--- src/hw/rkm_regs.svh ---
`ifndef RKM_REGS_SVH
`define RKM_REGS_SVH
// How it works
// top rank boundary is 10-bit sum of rank sizes, 64 MB units, upper bits zero
// while the stolen-region lock is high, boundary and attribute writes are ignored
// each attribute register holds two bytes: even rank low, odd rank high
// attribute byte bits 6:0 give the geometry configuration index
// attribute byte bit 7 selects four banks (0) or eight banks (1)
// the selected rank's attribute byte sets page size and bank count
// software leaves attribute bytes zero for unpopulated ranks
// configurations 0 to 7 map to fixed row, column and page sizes
// write to precharge on one bank waits the programmed 5-bit clock count
// read to precharge on one bank waits the programmed 4-bit clock count
// precharge to precharge on one rank waits the programmed 2-bit count
// chip select comes from comparing the address to ascending rank boundaries
// per-bank read/write counters and per-rank precharge counter gate every precharge

// ----------------------------------------
// register offsets
// ----------------------------------------
`define RKM_ADDR_W 12
`define RKM_TOPB_OFS 12'h206
`define RKM_ATTR01_OFS 12'h208
`define RKM_ATTR23_OFS 12'h20a
`define RKM_PCHG_OFS 12'h250
`define RKM_RST_VAL 16'h0000

// ----------------------------------------
// field positions
// ----------------------------------------
`define RKM_TOPB_MSB 9
`define RKM_WRG_MSB 10
`define RKM_WRG_LSB 6
`define RKM_RDG_MSB 5
`define RKM_RDG_LSB 2
`define RKM_PPG_MSB 1
`define RKM_PPG_LSB 0
`define RKM_BANK8_BIT 7
`define RKM_CFG_MSB 6

// ----------------------------------------
// geometry table, one nibble per configuration, one bit for page size
// ----------------------------------------
`define RKM_CFG_MAX 7'h07
`define RKM_ROW_TBL 32'hdecddedd
`define RKM_COL_TBL 32'haaaaaa9a
`define RKM_PG8K_TBL 8'hfd

`endif

--- src/hw/rkm_pkg.sv ---
package rkm_pkg;

  typedef enum logic [1:0] {
    RKM_NOP = 2'b00,
    RKM_RD = 2'b01,
    RKM_WR = 2'b10,
    RKM_PRE = 2'b11
  } rkm_kind_t;

  typedef struct packed {
    logic valid;
    rkm_kind_t kind;
    logic [1:0] rank;
    logic [2:0] bank;
  } rkm_cmd_t;

  typedef struct packed {
    logic cfg_ok;
    logic banks8;
    logic page_8k;
    logic [3:0] row_bits;
    logic [3:0] col_bits;
  } rkm_geom_t;

endpackage

--- src/hw/rkm_pchg_trk.sv ---
`timescale 1ns/1ns
`default_nettype none
module rkm_pchg_trk #(
  parameter int CW = 5
) (
  input wire logic clk_i,
  input wire logic sys_rst_i,
  input wire rkm_pkg::rkm_cmd_t cmd_i,
  input wire logic [4:0] wr_gap_i,
  input wire logic [3:0] rd_gap_i,
  input wire logic [1:0] pp_gap_i,
  output logic [31:0] allow_o
);

  if (CW < 5 || CW > 16)
  begin : g_bad_cw
    $error("rkm_pchg_trk: CW must be 5 to 16");
  end

  logic [CW-1:0] wr_cnt_r [32];
  logic [CW-1:0] rd_cnt_r [32];
  logic [CW-1:0] pp_cnt_r [4];
  logic [CW-1:0] wr_cnt_nxt [32];
  logic [CW-1:0] rd_cnt_nxt [32];
  logic [CW-1:0] pp_cnt_nxt [4];
  logic [31:0] allow_nxt;
  logic [4:0] idx;

  function automatic logic [CW-1:0] step(input logic [CW-1:0] c, input logic hit);
    if (hit)
      step = {{(CW-1){1'b0}}, 1'b1};
    else if (&c)
      step = c;
    else
      step = c + {{(CW-1){1'b0}}, 1'b1};
  endfunction

  assign idx = {cmd_i.rank, cmd_i.bank};

  // ----------------------------------------
  // counters since last read, write, precharge
  // ----------------------------------------
  always_comb
  begin
    for (int i = 0; i < 32; i++)
    begin
      wr_cnt_nxt[i] = step(wr_cnt_r[i], cmd_i.valid && cmd_i.kind == rkm_pkg::RKM_WR && idx == i);
      rd_cnt_nxt[i] = step(rd_cnt_r[i], cmd_i.valid && cmd_i.kind == rkm_pkg::RKM_RD && idx == i);
    end
    for (int r = 0; r < 4; r++)
      pp_cnt_nxt[r] = step(pp_cnt_r[r], cmd_i.valid && cmd_i.kind == rkm_pkg::RKM_PRE
                                        && cmd_i.rank == r);
    for (int i = 0; i < 32; i++)
      allow_nxt[i] = wr_cnt_nxt[i] >= CW'(wr_gap_i)
                     && rd_cnt_nxt[i] >= CW'(rd_gap_i)
                     && pp_cnt_nxt[i/4/2] >= CW'(pp_gap_i);
  end

  always_ff @(posedge clk_i)
  begin
    for (int i = 0; i < 32; i++)
    begin
      wr_cnt_r[i] <= sys_rst_i ? {CW{1'b1}} : wr_cnt_nxt[i];
      rd_cnt_r[i] <= sys_rst_i ? {CW{1'b1}} : rd_cnt_nxt[i];
    end
    for (int r = 0; r < 4; r++)
      pp_cnt_r[r] <= sys_rst_i ? {CW{1'b1}} : pp_cnt_nxt[r];
  end

  // ----------------------------------------
  // precharge permission per rank and bank
  // ----------------------------------------
  always_ff @(posedge clk_i)
  begin
    if (sys_rst_i)
      allow_o <= 32'hffffffff;
    else
      allow_o <= allow_nxt;
  end

  // ----------------------------------------
  // checks
  // ----------------------------------------
  logic [4:0] h_idx_r;
  always_ff @(posedge clk_i)
    h_idx_r <= idx;
endmodule
`default_nettype wire

--- src/hw/rkm_top.sv ---
`timescale 1ns/1ns
`default_nettype none
`include "rkm_regs.svh"
module rkm_top #(
  parameter int CW = 5
) (
  input wire logic clk_i,
  input wire logic sys_rst_i,
  input wire logic [11:0] cfg_addr_i,
  input wire logic cfg_wr_i,
  input wire logic cfg_rd_i,
  input wire logic [15:0] cfg_wdata_i,
  output logic [15:0] cfg_rdata_o,
  input wire logic stolen_region_lock_i,
  input wire logic [29:0] rank_boundary_regs_i,
  input wire logic dec_req_i,
  input wire logic [9:0] dec_addr_i,
  output logic cs_hit_o,
  output logic [1:0] cs_rank_o,
  output rkm_pkg::rkm_geom_t cs_geom_o,
  input wire rkm_pkg::rkm_cmd_t cmd_i,
  output logic [31:0] pre_allow_o
);

  // ----------------------------------------
  // configuration state
  // ----------------------------------------
  logic [9:0] top_rank_boundary_field_r;
  logic [7:0] rank_attribute_byte_r [4];
  logic [4:0] write_to_precharge_gap_r;
  logic [3:0] read_to_precharge_gap_r;
  logic [1:0] precharge_to_precharge_gap_r;
  logic [15:0] rdata_nxt;
  logic [2:0] dec_nxt;
  logic [7:0] sel_byte;
  logic wr_topb;
  logic wr_a01;
  logic wr_a23;
  logic wr_pchg;

  // ----------------------------------------
  // geometry decode of one attribute byte
  // ----------------------------------------
  function automatic rkm_pkg::rkm_geom_t geom_of(input logic [7:0] b);
    rkm_pkg::rkm_geom_t g;
    logic [2:0] n;
    logic [31:0] rows;
    logic [31:0] cols;
    logic [7:0] pg;
    g = '0;
    n = b[2:0];
    rows = `RKM_ROW_TBL;
    cols = `RKM_COL_TBL;
    pg = `RKM_PG8K_TBL;
    g.banks8 = b[`RKM_BANK8_BIT];
    if (b[`RKM_CFG_MSB:0] <= `RKM_CFG_MAX)
    begin
      g.cfg_ok = 1'b1;
      g.row_bits = rows[{n, 2'b00} +: 4];
      g.col_bits = cols[{n, 2'b00} +: 4];
      g.page_8k = pg[n];
    end
    return g;
  endfunction

  // ----------------------------------------
  // rank select against ascending boundaries
  // ----------------------------------------
  function automatic logic [2:0] rank_of(input logic [9:0] a, input logic [39:0] bnd);
    rank_of = 3'b000;
    for (int r = 3; r >= 0; r--)
    begin
      if (a < bnd[r*10 +: 10])
        rank_of = {1'b1, 2'(r)};
    end
  endfunction

  // ----------------------------------------
  // register writes
  // ----------------------------------------
  assign wr_topb = cfg_wr_i && cfg_addr_i == `RKM_TOPB_OFS && !stolen_region_lock_i;
  assign wr_a01 = cfg_wr_i && cfg_addr_i == `RKM_ATTR01_OFS && !stolen_region_lock_i;
  assign wr_a23 = cfg_wr_i && cfg_addr_i == `RKM_ATTR23_OFS && !stolen_region_lock_i;
  assign wr_pchg = cfg_wr_i && cfg_addr_i == `RKM_PCHG_OFS;

  always_ff @(posedge clk_i)
  begin
    if (sys_rst_i)
    begin
      top_rank_boundary_field_r <= 10'h000;
    end
    else if (wr_topb)
    begin
      top_rank_boundary_field_r <= cfg_wdata_i[`RKM_TOPB_MSB:0];
    end
  end

  always_ff @(posedge clk_i)
  begin
    if (sys_rst_i)
    begin
      for (int r = 0; r < 4; r++)
        rank_attribute_byte_r[r] <= 8'h00;
    end
    else
    begin
      if (wr_a01)
      begin
        rank_attribute_byte_r[0] <= cfg_wdata_i[7:0];
        rank_attribute_byte_r[1] <= cfg_wdata_i[15:8];
      end
      if (wr_a23)
      begin
        rank_attribute_byte_r[2] <= cfg_wdata_i[7:0];
        rank_attribute_byte_r[3] <= cfg_wdata_i[15:8];
      end
    end
  end

  always_ff @(posedge clk_i)
  begin
    if (sys_rst_i)
    begin
      write_to_precharge_gap_r <= 5'h00;
      read_to_precharge_gap_r <= 4'h0;
      precharge_to_precharge_gap_r <= 2'h0;
    end
    else if (wr_pchg)
    begin
      write_to_precharge_gap_r <= cfg_wdata_i[`RKM_WRG_MSB:`RKM_WRG_LSB];
      read_to_precharge_gap_r <= cfg_wdata_i[`RKM_RDG_MSB:`RKM_RDG_LSB];
      precharge_to_precharge_gap_r <= cfg_wdata_i[`RKM_PPG_MSB:`RKM_PPG_LSB];
    end
  end

  // ----------------------------------------
  // register reads
  // ----------------------------------------
  always_comb
  begin
    case (cfg_addr_i)
      `RKM_TOPB_OFS: rdata_nxt = {6'h00, top_rank_boundary_field_r};
      `RKM_ATTR01_OFS: rdata_nxt = {rank_attribute_byte_r[1], rank_attribute_byte_r[0]};
      `RKM_ATTR23_OFS: rdata_nxt = {rank_attribute_byte_r[3], rank_attribute_byte_r[2]};
      `RKM_PCHG_OFS: rdata_nxt = {5'h00, write_to_precharge_gap_r,
                                  read_to_precharge_gap_r, precharge_to_precharge_gap_r};
      default: rdata_nxt = `RKM_RST_VAL;
    endcase
  end

  always_ff @(posedge clk_i)
  begin
    if (sys_rst_i)
    begin
      cfg_rdata_o <= `RKM_RST_VAL;
    end
    else if (cfg_rd_i)
    begin
      cfg_rdata_o <= rdata_nxt;
    end
  end

  // ----------------------------------------
  // chip select and rank geometry
  // ----------------------------------------
  assign dec_nxt = rank_of(dec_addr_i, {top_rank_boundary_field_r, rank_boundary_regs_i});
  assign sel_byte = rank_attribute_byte_r[dec_nxt[1:0]];

  always_ff @(posedge clk_i)
  begin
    if (sys_rst_i)
    begin
      cs_hit_o <= 1'b0;
      cs_rank_o <= 2'h0;
    end
    else if (dec_req_i)
    begin
      cs_hit_o <= dec_nxt[2];
      cs_rank_o <= dec_nxt[1:0];
    end
  end

  always_ff @(posedge clk_i)
  begin
    if (sys_rst_i)
    begin
      cs_geom_o <= '0;
    end
    else if (dec_req_i)
    begin
      cs_geom_o <= dec_nxt[2] ? geom_of(sel_byte) : '0;
    end
  end

  // ----------------------------------------
  // precharge spacing tracker
  // ----------------------------------------
  rkm_pchg_trk #(
    .CW(CW)
  ) u_trk (
    .clk_i(clk_i),
    .sys_rst_i(sys_rst_i),
    .cmd_i(cmd_i),
    .wr_gap_i(write_to_precharge_gap_r),
    .rd_gap_i(read_to_precharge_gap_r),
    .pp_gap_i(precharge_to_precharge_gap_r),
    .allow_o(pre_allow_o)
  );
endmodule
`default_nettype wire

--- config.mk ---
export PLATFORM = sky130hd
export DESIGN_NAME = rkm_top
export DESIGN_NICKNAME = d
export VERILOG_FILES = /design/src/hw/rkm_pkg.sv /design/src/hw/rkm_pchg_trk.sv /design/src/hw/rkm_top.sv
export VERILOG_INCLUDE_DIRS = /design/src /design/src/hw
export SDC_FILE = /design/constraint.sdc
export NUM_CORES = 1
export LEC_CHECK = 0
export ABC_CLOCK_PERIOD_IN_PS = 4400
export BUFFER_PORTS_ARGS = -buffer_cell sky130_fd_sc_hd__buf_4
export CORE_UTILIZATION = 55
export CTS_CLUSTER_SIZE = 14
export DETAILED_ROUTE_END_ITERATION = 10
export GPL_ROUTABILITY_DRIVEN = 0
export PLACE_DENSITY_LB_ADDON = 0.05
export SLEW_MARGIN = 20
export SYNTH_ARGS = -nofsm -noshare
export SYNTH_HDL_FRONTEND = slang
export SYNTH_SLANG_ARGS = --single-unit
--- constraint.sdc ---
create_clock -name clk_i -period 4.4 [get_ports clk_i]
set_clock_uncertainty 0.2 [all_clocks]
set_input_delay 1.1 -clock clk_i [delete_from_list [all_inputs] [get_ports clk_i]]
set_output_delay 1.1 -clock clk_i [all_outputs]
set_load 0.01 [all_outputs]
* After elaboration in Yosys (flattened, before gate mapping)
Memory sizes are Yosys's and may differ from the RTL's.
Cells that the tools add are included.
** Operators by class
- Add/subtract/negate cells :: 68
- Magnitude comparators :: 74
- Eq/ne operators :: 41
- Shifts and indexed selects :: 2
- Mux-type cells :: 225
- Bitwise gates (word level) :: 4
- Reductions and logical operators :: 213
** Operator list (number)
- $mux 5 :: 204
- $add 5x1->5 const B :: 68
- $reduce_and 5->1 :: 68
- $ge 5x4->1 :: 32
- $ge 5x5->1 :: 32
- $logic_and 1x1->1 :: 142
- $eq 5x5->1 const B :: 16
- $pmux 16 s4 :: 1
- $shiftx 32x6->4 const A :: 2
- $eq 12x10->1 const B :: 4
- $eq 5x4->1 const B :: 8
- $lt 10x10->1 :: 4
- $mux 8 :: 4
- $eq 5x3->1 const B :: 4
- $ge 5x2->1 :: 4
- $mux 3 :: 4
- $mux 11 :: 1
- $eq 5x2->1 const B :: 2
- $mux 1 :: 10
- $mux 9 :: 1
- $eq 2x2->1 const B :: 4
- $le 7x3->1 const B :: 1
- $eq 5x1->1 const B :: 1
- $logic_not 5->1 :: 1
- other kinds (5) :: 9
** Storage, ports and cells
- Bits in registers :: 83
- Memory bits (writable) :: 372
- Bits in read-only memories :: 8
- Input port bits :: 82
- Output and inout port bits :: 62
- Word-level logic and storage cells :: 645
- Memories :: 5
** Memory list
- u_trk.rd_cnt_r :: words 32, bits a word 5, rd ports 32, clocked after Yosys merged registers in 0, write ports 32, RTL line rkm_pchg_trk.sv:21 : logic [CW-1:0] rd_cnt_r [32];
- u_trk.wr_cnt_r :: words 32, bits a word 5, rd ports 32, clocked after Yosys merged registers in 0, write ports 32, RTL line rkm_pchg_trk.sv:20 : logic [CW-1:0] wr_cnt_r [32];
- rank_attribute_byte_r :: words 4, bits a word 8, rd ports 5, clocked after Yosys merged registers in 0, write ports 4, RTL line rkm_top.sv:29 : logic [7:0] rank_attribute_byte_r [4];
- u_trk.pp_cnt_r :: words 4, bits a word 5, rd ports 4, clocked after Yosys merged registers in 0, write ports 4, RTL line rkm_pchg_trk.sv:22 : logic [CW-1:0] pp_cnt_r [4];
- (no name shown) :: words 8, bits a word 1, rd ports 1, clocked after Yosys merged registers in 0, write ports 0, RTL line rkm_top.sv:61 : g.page_8k = pg[n];

* Depth between registers and ports, before layout
Gate-level depths: netlist (run 1).
An unclocked memory read counts as a cell.
- Depth after elaboration :: 10
- Depth in mapped cells :: 16
- Gate-level depth less buffers :: 15

* Hierarchy
Synthesis (run 1) repeated with hierarchy kept, for this count alone.
** Second synthesis, totals
- Cell total of the unflattened synthesis :: 2982
- Area, all modules :: 26869.5 µm²
** Modules (own cells, without submodules)
- rkm_pchg_trk :: times used 1, cells an instance 2495, area an instance 22305.1 µm², seq. area each 7447.1 µm²
- rkm_top :: times used 1, cells an instance 487, area an instance 4564.4 µm², seq. area each 1901.8 µm²

* Worst setup path before layout (run 1)
OpenSTA, ideal clock, no wires.
- Path kind :: input to register
- From :: in rank_boundary_regs_i[24]
- To :: reg cs_geom_o[5] (netlist bit)
- Setup time :: 0.071 ns
- Data arrival time :: 3.477 ns
- Required time :: 4.129 ns
- Slack :: 0.652 ns
- Stages :: 15
- Buffers on the path :: 0
- Cell sequence :: inv_1 -> ha_1 -> a21oi_1 -> a211oi_1 -> or3_1 -> o22ai_1 -> o21a_1 -> o21a_1 -> ha_1 -> inv_1 -> o221ai_1 -> a21oi_1 -> a211oi_2 -> nand2_1 -> a21oi_1
** Between the ends
- Word-level cells in the longest chain between the ends :: 8
- Elaborated cells on any way between the ends :: 9
- Those cells by class :: 2 x order compare; 1 x shift; 5 x mux; 1 x memory
** RTL lines
- start, declared :: RTL line rkm_top.sv:15 : input wire logic [29:0] rank_boundary_regs_i,
- $lt 10x10->1 * :: RTL line rkm_top.sv:73 : if (a < bnd[r*10 +: 10])
- $mux 3 * (3 in series) :: RTL line rkm_top.sv:73
- $mem_v2 4x8
- $shiftx 32x6->4 or $le 7x3->1 (tied branches)
- $mux 9 :: RTL line rkm_top.sv:56 : if (b[`RKM_CFG_MSB:0] <= `RKM_CFG_MAX)
- $mux 11 * :: RTL line rkm_top.sv:191 : cs_geom_o <= dec_nxt[2] ? geom_of(sel_byte) : '0;
- end signal, assigned :: RTL line rkm_top.sv:191
- end, declared :: RTL line rkm_top.sv:20 : output rkm_pkg::rkm_geom_t cs_geom_o,
Mark *: on every way between the ends. The rest lies on a longest branch, timed or not.
A chain may end at the register's enable or synchronous reset.

* Worst setup path after layout (run 1)
- From :: in dec_addr_i[9]
- To :: reg cs_geom_o[5] (netlist bit)
** Between the ends
- Word-level cells in the longest chain between the ends :: 9
- Elaborated cells on any way between the ends :: 13
- Those cells by class :: 5 x order compare; 1 x shift; 6 x mux; 1 x memory
** RTL lines
- start, declared :: RTL line rkm_top.sv:17 : input wire logic [9:0] dec_addr_i,
- $lt 10x10->1 :: RTL line rkm_top.sv:73
- $mux 3 (3 in series) :: RTL line rkm_top.sv:73
- $mux 3 * :: RTL line rkm_top.sv:73
- $mem_v2 4x8
- $shiftx 32x6->4 or $le 7x3->1 (tied branches)
- $mux 9 :: RTL line rkm_top.sv:56
- $mux 11 * :: RTL line rkm_top.sv:191
Marked as above.

==> results.toml, run 1 <==
[floorplanning]
die_x_um = 223
dieArea_mm2 = 0.0499
io_pins = 144
fp.dieH_um = 223
num_rows = 80
start_util = 0.561
core-area_mm2 = 0.0480

[synthesis]
synth-edff-count = 32
yosys.area_share.simple = 0.225
ys_seq_area_frac = 0.347
mappedNetlistArea_mm2 = 0.0269
synth_warnings = 0
ys_ff_latch = 451
synth-compound-area-share = 0.124
synth_adder_area_share = 0.188
syn_inst = 2959
yosys.cell_types.count = 57
synth.area.mux_share = 0.0330
syn_avg_cell_area_um2 = 9.10
synth_top_family_by_area = "simple AND/OR/NAND/NOR gates"
synth_xor_area_frac = 0.0650
syn-num-nets = 3445
synth_flop_cell = "dfxtp_1"
async_flop_share = 0

[route]
post-route-drc-count = 0
wl_per_cell_um = 17.1
drtPass1Iterations = 5
first_iter_violations = 1017
ant_nets = 0
vias_per_cell = 5.60
drt_wl_total_um = 64400
num_vias = 21100

[pwr]
pwr-share-clk = 0.191
vdd_drop_max_v = 0.000374
power_frac_comb = 0.524
p_int_mw = 13.9
switching_share = 0.385
powerDensity_mw_per_mm2 = 739
cellLeakagePower_nw = 13.0
power_frac_seq = 0.285
switchingPower_mw = 8.68

[sta]
worst_pin_slew_ns = 1.12
fin_crit_ns = 3.63
slew-limit-headroom = 0.253
fin_crit_sh = 0.826
final_max_slew_viol_count = 0
setup_viol = 0
fmax_mhz = 275
setup_tns_ns = 0
hold_violations = 0
rsz0062_at_grt = "false"
hold_ws_ns = 0.273

[cts]
clk_latency_ns = 0.59
post_cts_buffers = 0
hold_buffers = 0
cts_max_level = 2
clockBufferDepth = 3
cts_tree = "yes"
cts_made_buffers = 52
clk_pin_slew_worst_paths_ns = 0.06
clock_sinks = 451
ctsResizeCount = 0
clockRootBuffer = "clkbuf_16"

[run]
max_cap_viol_count = 0

[global_route]
grt_pass1_vias = 21100
grt_pass1_wl_um = 105000
antenna_found_initial = 1
grt_max_degree = 119
grt-ovfl-total = 0
grt.total_usage = 0.260

[cells_and_area]
nets = 3604
area.growth.synth_to_final_pct = 13.2
drive_above_1_share = 0.171

[worst_setup_path]
worstSetupPathType = "in2reg"
crit_path_end_kind = "register"
critical_path_arrival_ns = 3.95
crit_fanout = 7
cp.required_ns = 4.72
crit_path_start_kind = "input pin"

[hold_path]
min_path_type = "reg2reg"

[place]
hpwlAfterDp_um = 45200
port-buffer-count = 142

[outcome]
run_status = "finished clean"
cells in the final DEF, fill, tap and decap left out, types with 3 or more instances in the layout:
master and n:
a41oi_1 3, a22oi_1 22, o31ai_1 32, and2_1 38
o21ai_1 3, xor2_1 136, clkbuf_8 14, ha_1 404
xnor2_1 64, nand4_1 69, o21a_1 7, nor2b_1 81
a21o_1 36, nor4_1 5, nand2_1 52, or3_1 75
mux2_2 7, clkbuf_1 13, buf_4 175, a31oi_1 64
clkinv_1 4, nand3_1 104, o21bai_1 41, clkbuf_16 54
a21oi_1 286, inv_1 47, or2_2 264, clkinv_2 9
dfxtp_1 417, mux2i_1 81, nor3_1 11, edfxtp_1 32
and3_1 3, a211oi_1 8, a211oi_2 3, nand2b_1 110
nor2_1 309, o21ai_0 38
routing by layer:
metal | vias to the layer above | global-route usage | share of wire
li1 | 10800 | - | -
met1 | 9887 | 0.325 | 0.45
met2 | 354 | 0.456 | 0.48
met3 | 101 | 0.0444 | 0.043
met4 | 0 | 0.0791 | 0.025
met5 | - | 0 | 0
power by group through the flow:
| stage | clock [mW] | combinational (mW) | sequential (mW) |
|---|---|---|---|
| finish | 4.31 | 11.8 | 6.42 |
| global route | 4.56 | 13.9 | 6.57 |
| CTS | 4.40 | 11.9 | 6.40 |
| detailed placement | 0 | 11.8 | 6.47 |
| global placement | 0 | 11.1 | 6.40 |
| floorplan | 0 | 9.68 | 6.25 |
path summary, 6_finish.rpt:
kind                                        startpoint                      endpoint  slack (ns)  cells past startpoint
max                                      dec_addr_i[9]     cs_geom_o[5]$_SDFFE_PP0P_        0.77                     15
min                       cfg_rdata_o[11]$_SDFFE_PP0P_  cfg_rdata_o[11]$_SDFFE_PP0P_        0.27                      2
max reg2reg  top_rank_boundary_field_r[4]$_SDFFE_PP0P_     cs_geom_o[4]$_SDFFE_PP0P_        1.02                     15
min reg2reg               cfg_rdata_o[11]$_SDFFE_PP0P_  cfg_rdata_o[11]$_SDFFE_PP0P_        0.27                      2
registers in the layout, indices dropped and copies added (netlist names):
name,cells
cfg_rdata_o,16
top_rank_boundary_field_r,10
u_trk.rd_cnt_r,160
cs_hit_o,1
read_to_precharge_gap_r,4
u_trk.allow_o,32
u_trk.pp_cnt_r,20
rank_attribute_byte_r,32
cs_rank_o,2
cs_geom_o,7
precharge_to_precharge_gap_r,2
write_to_precharge_gap_r,5
u_trk.wr_cnt_r,160
critical path, cell delays in order:
cell	delay, ns
buf_4	0.13
ha_1	0.36
nand4_1	0.19
a211oi_2	0.26
a2111oi_4	0.08
and2_0	0.28
o311ai_1	0.40
o21a_1	0.25
ha_1	0.17
inv_1	0.04
o221ai_1	0.06
a21oi_1	0.08
a211oi_2	0.34
nand2_1	0.11
a21oi_1	0.13
synth_stat cells, types with 68 or more instances:
master	instances	area, um2
nor2_1	309	1160
nand4_1	69	432
or3_1	75	469
clkbuf_1	68	255
nand2b_1	110	688
a21oi_1	286	1430
nor2b_1	81	507
or2_2	264	1650
ha_1	404	5050
nand3_1	104	521
dfxtp_1	419	8390
mux2i_1	81	811
xor2_1	136	1190
kinds of logic (layout without fill, tap and decap cells):
kind of cell               after synthesis  after routing
muxes                                   88             88
DFF                                    451            451
xor gates and xnor gates               200            200
and+or+nand+nor                       1132           1132
adders and majority gates              404            404
AOI/OAI and AO/OA                      558            558
buffers and inverters                  125            322
other                                    1              2
cell type report:
class,instances,area (um2)
Clock inverter,11,105
Multi-Input combinational cell,2383,17100
Fill cell,4104,17500
Clock buffer,81,1590
Sequential cell,451,9350
Timing Repair Buffer,178,1370
Inverter,52,195
Tap cell,615,769
Antenna cell,1,2.50
stage by stage:
stage | utilization | total power, mW | worst slack (ns) | instance area (um2) | std cells
global placement | 0.599 | 17.5 | 0.249 | 28800 | 3679
global route | 0.635 | 25.0 | 0.554 | 30500 | 3772
detailed placement | 0.599 | 18.2 | 0.165 | 28800 | 3679
floorplan | - | 15.9 | 0.652 | 26900 | 2959
finish | 0.635 | 22.5 | 0.767 | 30500 | 3772
CTS | 0.635 | 22.7 | 0.775 | 30500 | 3771
Note: power is estimated with default switching activity, not from simulation.
==> inputs of run 2 (changes only) <==
ABC_CLOCK_PERIOD_IN_PS = 3600   (was 4400)
clock period = 3.6 ns   (was 4.4 ns; I/O delays follow)
==> results.toml, run 2 (synthesis results as in run 1) <==
[outcome]
run_status = "finished clean"

[hold_path]
min_path_cells = 2
hold_end = "cs_geom_o[1]$_SDFFE_PP0P_"
min_path_type = "reg2reg"
min_from = "cs_geom_o[1]$_SDFFE_PP0P_"

[cells_and_area]
layout_commonest_cell = "dfxtp_1"
postLayoutCellArea_mm2 = 0.0312
area.growth.synth_to_final_pct = 15.9
n_fill_cell = 3999
drive_above_1_share = 0.194
top_regs = "u_trk.rd_cnt_r: 160 flops, u_trk.wr_cnt_r: 160 flops"
fin_util = 0.650
nets = 3697
final_cell_mix = "dfxtp_1 (417), ha_1 (404), nor2_1 (309)"

[worst_setup_path]
crit_fanout = 4
crit_path_start_kind = "register"
r2r-start = "top_rank_boundary_field_r[7]$_SDFFE_PP0P_"
ff2ff_path_depth = 15
crit_path_end_kind = "register"
timing.rr.end = "cs_geom_o[1]$_SDFFE_PP0P_"
r2r_setup_slack_ns = 0.27
critical_path_arrival_ns = 3.65
cp.required_ns = 3.92
worstSetupPathType = "reg2reg"

[cts]
post_cts_buffers = 0
cts_made_buffers = 52
clockRootBuffer = "clkbuf_16"
clock_sinks = 451
ctsResizeCount = 0
cts_tree = "yes"
clk_latency_ns = 0.61
hold_buffers = 0
cts_max_level = 2
clk_pin_slew_worst_paths_ns = 0.06
clockBufferDepth = 3

[global_route]
grt.total_usage = 0.260
grt-ovfl-total = 0
grt_pass1_vias = 21500
grt_max_degree = 158
antenna_found_initial = 2
grt_pass1_wl_um = 106000

[pwr]
power.total_mw = 27.6
vdd_drop_max_v = 0.000478
cellLeakagePower_nw = 13.5
powerDensity_mw_per_mm2 = 883

[floorplanning]
dieArea_mm2 = 0.0499
fp.dieH_um = 223
die_x_um = 223
num_rows = 80
start_util = 0.561
core-area_mm2 = 0.0480
io_pins = 144

[sta]
fin_ws_ns = 0.271
hold_violations = 0
rsz0062_at_grt = "false"
fin_crit_ns = 3.33
worst_pin_slew_ns = 1.03
fin_crit_sh = 0.925
final_max_slew_viol_count = 0
setup_tns_ns = 0
setup_viol = 0
fmax_mhz = 300
slew-limit-headroom = 0.312

[route]
wl_per_cell_um = 16.8
first_iter_violations = 951
vias_per_cell = 5.58
drtPass1Iterations = 5
num_vias = 21600
drt_wl_total_um = 64900
post-route-drc-count = 0
ant_nets = 0

[place]
post-place-ws_ns = -0.337
hpwlAfterDp_um = 45300
port-buffer-count = 142
place_area_mm2 = 0.0296

[run]
max_cap_viol_count = 0
run 2: changes by cell type in the layout (fill, tap and decap cells not counted), moves of 2 or more:
| cell | change |
|---|---|
| buf_12 | +5 |
| buf_4 | +88 |
| bufinv_16 | +2 |
| clkbuf_1 | -2 |
| clkbuf_8 | -9 |
| clkinv_1 | +2 |
| clkinv_2 | -3 |
| clkinv_4 | +2 |
| clkinvlp_4 | +4 |
| inv_6 | +2 |
run 2: layout make-up:
class                           count  area (um2)  area share
Clock buffer                       69        1440      0.0460
Antenna cell                        2        5.00    0.000160
Multi-Input combinational cell   2383       17100       0.548
Sequential cell                   451        9350       0.300
Timing Repair Buffer              271        2130      0.0682
Clock inverter                     20         223     0.00713
Tap cell                          615         769      0.0246
Inverter                           52         195     0.00625
run 2: stage by stage:
step,hold slack [ns],cells
after global routing,0.286,3863
after floorplan,0.249,2959
after CTS,0.271,3861
after global placement,0.248,3772
after detailed placement,0.259,3772
final,0.267,3863
run 2: report_power, final:
group	internal [mW]	total, mW	switching, mW
combinational	7.29	14.5	7.22
sequential	6.51	7.85	1.33
clock	3.07	5.22	2.15
run 2: how the worst max path moves through the flow:
stage,startpoint,endpoint,cells past startpoint
6_report,top_rank_boundary_field_r[7]$_SDFFE_PP0P_,cs_geom_o[1]$_SDFFE_PP0P_,15
5_1_grt,top_rank_boundary_field_r[7]$_SDFFE_PP0P_,cs_geom_o[5]$_SDFFE_PP0P_,15
4_1_cts,top_rank_boundary_field_r[7]$_SDFFE_PP0P_,cs_geom_o[1]$_SDFFE_PP0P_,15
3_5_place_dp,dec_addr_i[8],cs_geom_o[4]$_SDFFE_PP0P_,14
3_3_place_gp,dec_addr_i[8],cs_geom_o[4]$_SDFFE_PP0P_,14
2_1_floorplan,rank_boundary_regs_i[24],cs_geom_o[5]$_SDFFE_PP0P_,15
run 2: per-layer routing:
layer,vias up,track usage,wire (um)
met5,-,0,0
met4,0,0.0897,1840
met3,126,0.0414,2800
met2,379,0.460,31300
met1,10100,0.320,29000
li1,11000,-,-
run 2: critical path, cell delays in order (launching register included):
cell and delay [ns]:
dfxtp_1 0.39, inv_1 0.08, ha_1 0.31, nand4_1 0.16, buf_4 0.17, nor3_1 0.37, a2111oi_0 0.14, o311ai_1 0.37
o21a_1 0.20, ha_1 0.15, inv_1 0.04, o221ai_1 0.06, a21oi_1 0.07, a211oi_2 0.34, nand2_2 0.09, a21oi_1 0.13
